<file path="src/eeprom_consts.svh">
`ifndef EEPROM_CONSTS_SVH
`define EEPROM_CONSTS_SVH
`define EE_DEV_TYPE 4'hA
`define EE_CLK_MHZ 25
`define EE_WRITE_TIME_US 5000
`define EE_WRITE_CYC (`EE_WRITE_TIME_US * `EE_CLK_MHZ)
`define EE_REG_CTRL 8'h00
`define EE_REG_STATUS 8'h04
`define EE_CTRL_EN_BIT 0
`define EE_CTRL_RESET 1'b1
`define EE_ST_BUSY_BIT 0
`define EE_ST_ACTIVE_BIT 1
`define EE_ST_ADDR_LSB 8
`endif

</file>
<file path="src/eeprom_pkg.sv">
package eeprom_pkg;
   typedef enum logic [3:0] {
      S_IDLE, S_CMD, S_CMD_ACK, S_ADDR, S_ADDR_ACK,
      S_WDATA, S_WDATA_ACK, S_RDATA, S_RD_MACK, S_RD_NEXT
   } ee_state_t;

   typedef struct packed {
      ee_state_t st;
      logic [7:0] shift;
      logic [3:0] bitcnt;
      logic [7:0] cur_addr;
      logic is_read;
      logic wrote;
      logic pull;
      logic [23:0] busy_cnt;
      logic scl_prev;
      logic sda_prev;
      logic ctrl_en;
      logic wb_ack;
      logic [31:0] wb_dat;
      logic sense_o;
      logic sense_oe;
      logic line;
   } ee_regs_t;
endpackage

</file>
<file path="src/sync2.sv">
`timescale 1ns/1ps
module sync2 #(
   parameter int W = 1
) (
   input wire logic clk_i, // System clock
   input wire logic rst_i, // Synchronous reset
   input wire logic [W-1:0] d_i, // Asynchronous inputs
   output logic [W-1:0] q_o // Synchronised outputs
);
   logic [W-1:0] meta_q;

   always_ff @(posedge clk_i) begin
      if (rst_i) begin
         meta_q <= '0;
         q_o <= '0;
      end else begin
         meta_q <= d_i;
         q_o <= meta_q;
      end
   end
endmodule // sync2

</file>
<file path="src/byte_store.sv">
`timescale 1ns/1ps
module byte_store #(
   parameter int AW = 8,
   parameter int DW = 8
) (
   input wire logic clk_i, // System clock
   input wire logic we_i, // Write strobe
   input wire logic [AW-1:0] waddr_i, // Write address
   input wire logic [DW-1:0] wdata_i, // Write data
   input wire logic [AW-1:0] raddr_i, // Read address
   output logic [DW-1:0] rdata_o // Registered read data
);
   logic [DW-1:0] mem [2**AW];

   always_ff @(posedge clk_i) begin
      if (we_i) begin
         mem[waddr_i] <= wdata_i;
      end
      rdata_o <= mem[raddr_i];
   end
endmodule // byte_store

</file>
<file path="src/eeprom_twowire.sv">
// Added by the designer: the Wishbone register port and the placing of the registers.
`timescale 1ns/1ps
`include "eeprom_consts.svh"
module eeprom_twowire
   import eeprom_pkg::*;
#(
   parameter int WRITE_CYC = `EE_WRITE_CYC,
   parameter int AW = 8
) (
   input wire logic clk_i, // 25 MHz clock
   input wire logic rst_i, // Sync reset, active high
   input wire logic data_drive_bit_i, // Port bit, high pulls data low
   input wire logic serial_clock_bit_i, // Port bit, serial clock
   input wire logic data_sense_bit_i, // Sense pin, board drive value
   input wire logic data_sense_dir_i, // High while board drives sense
   output logic data_sense_bit_o, // Sense pin, our drive value
   output logic data_sense_bit_oe_o, // High while we drive sense
   output logic sda_line_o, // Resolved data line level
   input wire logic [2:0] module_select_straps_i, // Static select straps
   input wire logic wb_cyc_i, // Wishbone cycle
   input wire logic wb_stb_i, // Wishbone strobe
   input wire logic wb_we_i, // Wishbone write
   input wire logic [7:0] wb_adr_i, // Byte address
   input wire logic [3:0] wb_sel_i, // Byte lane selects
   input wire logic [31:0] wb_dat_i, // Write data
   output logic [31:0] wb_dat_o, // Read data
   output logic wb_ack_o // Acknowledge
);
   ee_regs_t q, d;
   logic drv_s, scl_s, dir_s;
   logic [2:0] straps_s;
   logic [7:0] mem_rdata;
   logic mem_we;
   logic [7:0] mem_waddr;
   logic sda, scl_rise, scl_fall, start_c, stop_c;
   logic [7:0] rx_byte;
   logic bus_req;

   function automatic logic [7:0] low3_inc(input logic [7:0] a);
      return {a[7:3], 3'(a[2:0] + 3'h1)};
   endfunction

   // The drive bit, clock, sense direction and straps cross in; the sense value
   // the board drives is never read by this block.
   sync2 #(.W(6)) u_sync (
      .clk_i(clk_i),
      .rst_i(rst_i),
      .d_i({data_drive_bit_i, serial_clock_bit_i, data_sense_dir_i,
            module_select_straps_i}),
      .q_o({drv_s, scl_s, dir_s, straps_s})
   );

   byte_store #(.AW(AW), .DW(8)) u_store (
      .clk_i(clk_i),
      .we_i(mem_we),
      .waddr_i(mem_waddr),
      .wdata_i(q.shift),
      .raddr_i(q.cur_addr),
      .rdata_o(mem_rdata)
   );

   // Open-collector line: either party pulling wins
   assign sda = ~drv_s & ~q.pull;
   assign scl_rise = scl_s & ~q.scl_prev;
   assign scl_fall = ~scl_s & q.scl_prev;
   // Framing edges with clock held high, polarity as printed
   assign start_c = scl_s & q.scl_prev & sda & ~q.sda_prev;
   assign stop_c = scl_s & q.scl_prev & ~sda & q.sda_prev;
   assign rx_byte = q.shift;
   assign bus_req = wb_cyc_i & wb_stb_i;

   always_comb begin
      d = q;
      mem_we = 1'b0;
      mem_waddr = q.cur_addr;
      d.scl_prev = scl_s;
      d.sda_prev = sda;
      d.line = sda;
      // Sense pin is released while the board owns it for sending
      d.sense_oe = ~dir_s;
      d.sense_o = sda;
      if (q.busy_cnt != 24'h0) begin
         d.busy_cnt = q.busy_cnt - 24'h1;
      end

      if (stop_c) begin
         d.st = S_IDLE;
         d.pull = 1'b0;
         // Only a write that carried data takes the store offline
         if (q.wrote) begin
            d.busy_cnt = 24'(WRITE_CYC);
         end
         d.wrote = 1'b0;
      end else if (start_c) begin
         d.st = S_CMD;
         d.bitcnt = 4'h0;
         d.pull = 1'b0;
         if (q.wrote) begin
            d.busy_cnt = 24'(WRITE_CYC);
         end
         d.wrote = 1'b0;
      end else begin
         unique case (q.st)
            S_IDLE: begin
            end
            S_CMD, S_ADDR, S_WDATA: begin
               if (scl_rise && q.bitcnt != 4'h8) begin
                  d.shift = {q.shift[6:0], sda};
                  d.bitcnt = q.bitcnt + 4'h1;
               end else if (scl_fall && q.bitcnt == 4'h8) begin
                  d.bitcnt = 4'h0;
                  if (q.st == S_CMD) begin
                     // Busy stores and foreign selects stay silent
                     if (rx_byte[7:4] == `EE_DEV_TYPE &&
                         rx_byte[3:1] == straps_s &&
                         q.ctrl_en && q.busy_cnt == 24'h0) begin
                        d.pull = 1'b1;
                        d.is_read = rx_byte[0];
                        d.st = S_CMD_ACK;
                     end else begin
                        d.st = S_IDLE;
                     end
                  end else if (q.st == S_ADDR) begin
                     d.cur_addr = rx_byte;
                     d.pull = 1'b1;
                     d.st = S_ADDR_ACK;
                  end else begin
                     mem_we = 1'b1;
                     d.cur_addr = low3_inc(q.cur_addr);
                     d.wrote = 1'b1;
                     d.pull = 1'b1;
                     d.st = S_WDATA_ACK;
                  end
               end
            end
            S_CMD_ACK: begin
               if (scl_fall) begin
                  if (q.is_read) begin
                     d.shift = mem_rdata;
                     d.pull = ~mem_rdata[7];
                     d.bitcnt = 4'h1;
                     d.st = S_RDATA;
                  end else begin
                     d.pull = 1'b0;
                     d.st = S_ADDR;
                  end
               end
            end
            S_ADDR_ACK, S_WDATA_ACK: begin
               // Further bytes wrap within the eight-byte group
               if (scl_fall) begin
                  d.pull = 1'b0;
                  d.st = S_WDATA;
               end
            end
            S_RDATA: begin
               // Bits change only after the clock falls
               if (scl_fall) begin
                  if (q.bitcnt != 4'h8) begin
                     d.shift = {q.shift[6:0], 1'b0};
                     d.pull = ~q.shift[6];
                     d.bitcnt = q.bitcnt + 4'h1;
                  end else begin
                     d.pull = 1'b0;
                     d.cur_addr = q.cur_addr + 8'h1;
                     d.st = S_RD_MACK;
                  end
               end
            end
            S_RD_MACK: begin
               // Master ack continues; anything else ends the read
               if (scl_rise) begin
                  d.st = sda ? S_IDLE : S_RD_NEXT;
               end
            end
            S_RD_NEXT: begin
               if (scl_fall) begin
                  d.shift = mem_rdata;
                  d.pull = ~mem_rdata[7];
                  d.bitcnt = 4'h1;
                  d.st = S_RDATA;
               end
            end
         endcase
      end

      // Wishbone slave: one wait cycle, ack dropped the cycle after
      d.wb_ack = bus_req & ~q.wb_ack;
      d.wb_dat = 32'h0;
      if (bus_req && !q.wb_ack) begin
         if (wb_we_i) begin
            if (wb_adr_i == `EE_REG_CTRL && wb_sel_i[0]) begin
               d.ctrl_en = wb_dat_i[`EE_CTRL_EN_BIT];
            end
         end else if (wb_adr_i == `EE_REG_CTRL) begin
            d.wb_dat[`EE_CTRL_EN_BIT] = q.ctrl_en;
         end else if (wb_adr_i == `EE_REG_STATUS) begin
            d.wb_dat[`EE_ST_BUSY_BIT] = (q.busy_cnt != 24'h0);
            d.wb_dat[`EE_ST_ACTIVE_BIT] = (q.st != S_IDLE);
            d.wb_dat[`EE_ST_ADDR_LSB +: 8] = q.cur_addr;
         end
      end
   end

   always_ff @(posedge clk_i) begin
      if (rst_i) begin
         q <= '0;
         q.st <= S_IDLE;
         q.ctrl_en <= `EE_CTRL_RESET;
         q.scl_prev <= 1'b1;
         q.sda_prev <= 1'b1;
         q.line <= 1'b1;
      end else begin
         q <= d;
      end
   end

   assign wb_ack_o = q.wb_ack;
   assign wb_dat_o = q.wb_dat;
   assign data_sense_bit_o = q.sense_o;
   assign data_sense_bit_oe_o = q.sense_oe;
   assign sda_line_o = q.line;
endmodule // eeprom_twowire

</file>
<file path="config.mk">
export PLATFORM = sky130hd
export DESIGN_NAME = eeprom_twowire
export DESIGN_NICKNAME = d
export VERILOG_FILES = /design/src/eeprom_pkg.sv /design/src/sync2.sv /design/src/byte_store.sv /design/src/eeprom_twowire.sv
export VERILOG_INCLUDE_DIRS = /design/src
export SDC_FILE = /design/constraint.sdc
export NUM_CORES = 2
export LEC_CHECK = 0
export BUFFER_PORTS_ARGS = -buffer_cell sky130_fd_sc_hd__buf_2
export CORE_ASPECT_RATIO = 1.75
export CORE_MARGIN = 2
export CORE_UTILIZATION = 56
export CTS_CLUSTER_DIAMETER = 200
export DETAILED_ROUTE_END_ITERATION = 8
export PLACE_DENSITY = 0.72
export SLEW_MARGIN = 20
export SYNTH_ARGS = -nofsm -noshare
export SYNTH_HDL_FRONTEND = slang
export SYNTH_HIERARCHICAL = 1
export SYNTH_SLANG_ARGS = --single-unit
</file>
<file path="constraint.sdc">
create_clock -name clk_i -period 6.4 [get_ports clk_i]
set_input_delay 0.32 -clock clk_i [delete_from_list [all_inputs] [get_ports clk_i]]
set_output_delay 0.32 -clock clk_i [all_outputs]
set_load 0.1 [all_outputs]
</file>
Yosys cells after proc, flatten, opt, wreduce, memory -nomap -nowiden

Memory sizes are Yosys's and may differ from the RTL's. A register that Yosys moved wholly into a read port is not among the register bits.
Cells that the tools add are included.

Memory bits (writable): 2048
Flip-flop bits (word level): 101
Memories kept: 1
Input port bits: 56

Memories:

| memory      | depth | width | rd ports | clocked after Yosys merged registers in | write ports | line             | source |
|---|---|---|---|---|---|---|---|
| u_store.mem | 256   | 8     | 1        | 1                                       | 1           | byte_store.sv:13 | `logic [DW-1:0] mem [2**AW];` |

Add/sub/neg operators: 4
Equality and inequality tests: 39
Bitwise gates (word level): 27
Reductions and logical operators: 34
Multiplexer cells: 55

Operator list:

| cell                                                 | count |
|---|---|
| two-way mux 24 bit                                   | 5 |
| one-hot mux 12 bit (4 select lines)                  | 1 |
| two-way mux 4 bit                                    | 9 |
| AND reduction 9 bit                                  | 4 |
| != test 3 bit (second input constant)                | 11 |
| two-way mux 16 bit                                   | 2 |
| two-way mux 8 bit                                    | 4 |
| != test 2 bit (second input constant)                | 13 |
| logical NOT 24 bit                                   | 1 |
| two-way mux 12 bit                                   | 2 |
| one-hot mux 4 bit (6 select lines)                   | 1 |
| AND reduction 8 bit                                  | 3 |
| nonzero test 24 bit                                  | 1 |
| subtractor 24 x 1 -> 24 bit (second input constant)  | 1 |
| two-way mux 1 bit                                    | 23 |
| inverter 1 bit                                       | 17 |
| equality test 4 x 3 -> 1 bit (second input constant) | 4 |
| equality test 4 bit (second input constant)          | 4 |
| one-hot mux 8 bit (2 select lines)                   | 1 |
| two-way mux 15 bit                                   | 1 |
| two-way mux 11 bit                                   | 1 |
| AND 1 bit                                            | 10 |
| nonzero test 5 bit                                   | 2 |
| OR reduction 3 bit                                   | 3 |
| 23 further kinds                                     | 35 |

Logic depth before layout (Yosys ltp)

Word-level depth: 10
Depth in mapped cells: 11
Depth with buffers taken out: 7

Modules after synthesis

Netlist, hierarchy kept.

By module, submodules not included:

| module         | cells each | area each (sq um) | instances |
|---|---|---|---|
| byte_store     | 3733       | 79556.3           | 1 |
| eeprom_twowire | 458        | 3846.2            | 1 |
| sync2          | 25         | 366.6             | 1 |

Worst setup path after synthesis

OpenSTA, ideal clock, no wires.

Path type: reg2reg
Start point: register q (netlist bit rx_byte[5])
End point: register q[65] (netlist bit)
Buffers on the path: 0
Stages on the path, launching flop included: 6
Library setup time: 0.078 ns
Data required time: 6.322 ns
Path slack: 1.543 ns
Clock period less this slack: 4.857 ns
Data arrival time: 4.779 ns
Cells stage by stage: dfxtp_1 -> nor4bb_1 -> nand2_1 -> nor4_4 -> nand4_1 -> a21oi_1

Cells in the longest elaborated chain, start to end: 5

Ends and longest elaborated chain:

| what                                 | line                  | source |
|---|---|---|
| start, declared                      | eeprom_twowire.sv:29  | `ee_regs_t q, d;` |
| equality test 4 bit (no source line) | n/a                   |  |
| logical AND 1 bit (3 in a row)       | eeprom_twowire.sv:114 | `` if (rx_byte[7:4] == `EE_DEV_TYPE && `` |
| AND reduction 7 bit (no source line) | n/a                   |  |

Every way passes these cells.
A chain may end at the register's enable or synchronous reset.

Worst setup path after layout

Start point: register q[74] (netlist bit)
End point: memory u_store.mem[211][6] (enable)

Cells in the longest elaborated chain, start to end: 9

Ends and longest elaborated chain:

| what                                      | line                  | source |
|---|---|---|
| equality test 4 bit                       | eeprom_twowire.sv:110 | `end else if (scl_fall && q.bitcnt == 4'h8) begin` |
| logical AND 1 bit                         | eeprom_twowire.sv:110 |  |
| two-way mux 1 bit                         | eeprom_twowire.sv:110 |  |
| two-way mux 1 bit *                       | eeprom_twowire.sv:107 | `if (scl_rise && q.bitcnt != 4'h8) begin` |
| two-way mux 1 bit *                       | eeprom_twowire.sv:103 | `unique case (q.st)` |
| two-way mux 1 bit *                       | eeprom_twowire.sv:94  | `end else if (start_c) begin` |
| two-way mux 1 bit *                       | eeprom_twowire.sv:86  | `if (stop_c) begin` |
| named net mem_we                          | eeprom_twowire.sv:33  | `logic mem_we;` |
| two-way mux 1 bit *                       | byte_store.sv:16      | `if (we_i) begin` |
| two-way mux 1 bit (not written as such) * | byte_store.sv:17      | `mem[waddr_i] <= wdata_i;` |
| end, declared                             | byte_store.sv:13      |  |

The timed path passes the listed nets; every way through them passes the cells marked *.

==> run_results.csv <==
group,metric,value,unit
sta,finalMaxSlewViolations,0,
yosys,async_flop_share,0,%
cts,cts.sinks,2135,
yosys,yosysSeqAreaShare,75.5,%
placement,dpl.hpwl,124,mm
route,drc,0,
critical_path,crit_required,6.83,ns
sta,finalCritPeriodShare,71.3,%
cells_and_area,final_cells,6376,
grt,grt_first_pass_wirelength,287,mm
cts,htreeDepth,4,
route,vias_per_cell,6.58,
cells_and_area,multiInputGateArea,0.0188,sq mm
cells_and_area,layout.nets,4311,
yosys,ys_ff_latch,2135,
grt,track_usage,26.4,%
cts,cts_made_buffers,171,
cells_and_area,drive_gt1_share,20.3,%
critical_path,path_cells,"inv_1, ha_1, nand3b_1, nor3_1, buf_4, and3_1, nand4_1, buf_4, nor2_1",
critical_path,path_max_fanout,20,
critical_path,crit_path_max_incr_delay,0.84,ns
route,dr.first_iter.drc_count,4412,
grt,use_met3,4.65,%
floorplan,row_count,187,
placement,place_ws,1.99,ns
floorplan,io_pins,92,
cts,clock_latency,0.81,ns
cts,clockBufferDepth,3,
sta,layout_setup_ws,1.84,ns
yosys,synth_edf_count,2048,
route,ant_nets,0,
cells_and_area,fillCellCount,10100,
yosys,syn_inst,4216,
cells_and_area,layout_commonest_cell,"edfxtp_1",
grt,grt_antenna_before_repair,4,
yosys,synth_ff_type,"edfxtp_1",
grt,grt_max_degree,226,
cells_and_area,seq_area,0.0633,sq mm
sta,hold_viol_final,0,
worst_hold_path,hold_class,"in2reg",
cts,cts.hold.buffers_added,14,
sta,tns,0,ns
power_and_ir_drop,power_density,312,mW/mm^2
floorplan,core_area,0.148,sq mm
floorplan,die_area,0.153,sq mm
cells_and_area,final_util,61.5,%
critical_path,critPathKind,"reg2reg",
yosys,yosysWarnings,6,
cts,post-cts-setup-buffers,0,
yosys,syn-cell-area,0.0838,sq mm
yosys,synthDistinctLibCells,87,
power_and_ir_drop,p_leak,27.3,nW
placement,dp_cells,6048,
floorplan,die_width,296,um
critical_path,endpoint_kind,"register",
route,vias,41900,
sta,clock-skew-final,0.0182,ns
status,status,"finished, final reports clean",
yosys,avgSynthCellArea,19.9,sq um
sta,slew_headroom,18.8,%
critical_path,path_buf_inv,3,
cts,clk_pin_slew_worst_paths,0.06,ns
sta,worstMarginPinSlew,1.21,ns
critical_path,critPathMostFrequentCell,"buf_4",
critical_path,cp.arrival,4.99,ns
sta,rsz0062_at_grt,"no",
sta,setup_viol_count_final,0,
cts,clockRootBuffer,"clkbuf_16",
route,drt_pre_antenna_iters,5,
cells_and_area,syn_to_final_growth,8.99,%
power_and_ir_drop,ir_drop,0.000304,V
power_and_ir_drop,power.total,28.5,mW
cells_and_area,mostFrequentLayoutCells,"2048 x edfxtp_1, 454 x mux4_2, 314 x nor2_1",
grt,top_usage_layer,"met2",
placement,numPortBuffers,34,
cts,cts_tree,"yes",
grt,grt_pass1_vias,42500,
grt,met1_usage,30.3,%
grt,grt_overflow,0,
sta,timing.fmax,219,MHz
critical_path,slowest_stage,"nand4_1",
route,wl,199,mm
cts,post_cts_resized,0,
route,routedWlPerCell,31.2,um
critical_path,critPathTopFamily,"simple AND/OR/NAND/NOR gates",
grt,grt_use_met2,46.5,%
floorplan,chipHeight,516,um
floorplan,start_util,56.5,%
placement,globalplace.congestion,0.905,
sta,post-route-min-period,4.56,ns
critical_path,startpoint_type,"register",
run,maxCapViolCount,0,
synthesized netlist by cell type (all sizes together), types with 11 or more instances:
cell type / count / area share [%]
nand2: 53 / 0.24
a31oi: 13 / 0.097
nor4: 36 / 0.33
mux4: 456 / 12
nand4: 14 / 0.10
o21ai: 30 / 0.18
inv: 17 / 0.076
and2: 13 / 0.097
a211oi: 22 / 0.20
nand2b: 17 / 0.13
o221ai: 47 / 0.50
nor2b: 47 / 0.39
a311oi: 11 / 0.12
a22oi: 134 / 1.2
a221oi: 17 / 0.19
clkbuf: 131 / 0.59
dfxtp: 87 / 2.1
a21oi: 131 / 0.78
o211ai: 16 / 0.14
o22ai: 28 / 0.21
nand3: 42 / 0.25
mux2i: 144 / 1.7
nor3: 41 / 0.25
xnor2: 11 / 0.12
edfxtp: 2048 / 73
nor2: 317 / 1.4
buf: 159 / 1.6
where the power goes:
group | total [mW] | internal [mW] | switching, mW
Sequential | 16.4 | 16.1 | 0.322
Combinational | 1.66 | 0.389 | 1.27
Clock | 10.5 | 5.71 | 4.77
kinds of logic after synthesis:
group	after synthesis	share of synthesized area, %
flops	2135	75.5
simple gates	638	3.73
mux	601	14.0
compound gates	508	4.24
buf+inv	308	2.24
xor+xnor	20	0.209
fa+ha+maj	5	0.0717
other cells	1	0.00448
area by class of cell:
cell class,instances,share of cell area [%]
flip-flops and latches,2135,69.3
multi-input cells,1794,20.6
clock buffers,191,4.84
well taps,1984,2.72
repair buffers,131,1.23
clock inverters,120,1.21
inverters,18,0.0740
diodes,3,0.00822
tightest hold or removal path: cells and delay by family:
family	cells	cell delay, ns
buffers and inverters	2	0.40
AND/OR/NAND/NOR	1	0.16
metrics by stage:
| step | hold slack, ns | cell area [sq um] |
|---|---|---|
| 2_1_floorplan | 0.363 | 83800 |
| 3_3_place_gp | 0.373 | 85600 |
| 3_5_place_dp | 0.388 | 85600 |
| 4_1_cts | 0.104 | 91300 |
| 5_1_grt | 0.131 | 91300 |
| 6_report | 0.125 | 91300 |
layer usage:
metal / routed length [um] / up-vias
met5: 24 / -
li1: - / 17400
met3: 14100 / 547
met4: 12500 / 4
met2: 106000 / 1954
met1: 66400 / 22000
worst paths after layout:
check | from | endpoint | slack, ns | depth (start not counted)
max reg2reg | q[74] | u_store/mem[211][6] | 1.84 | 9
min | rst_i | u_sync/meta_q[4] | 0.12 | 3
min reg2reg | u_sync/q_o[3] | data_sense_bit_oe_o | 0.39 | 1
max | q[74] | u_store/mem[211][6] | 1.84 | 9
sequential cells by signal, summed over array words and instances (netlist names):
signal / count
u_store/mem: 2048
q: 37
wb_dat_o: 10
mem_waddr: 8
rx_byte: 8
u_store/rdata_o: 8
u_sync/meta_q: 6
u_sync/q_o: 6
data_sense_bit_o: 1
data_sense_bit_oe_o: 1
sda_line_o: 1
wb_ack_o: 1
No activity file was read; power rests on OpenSTA's default activity.
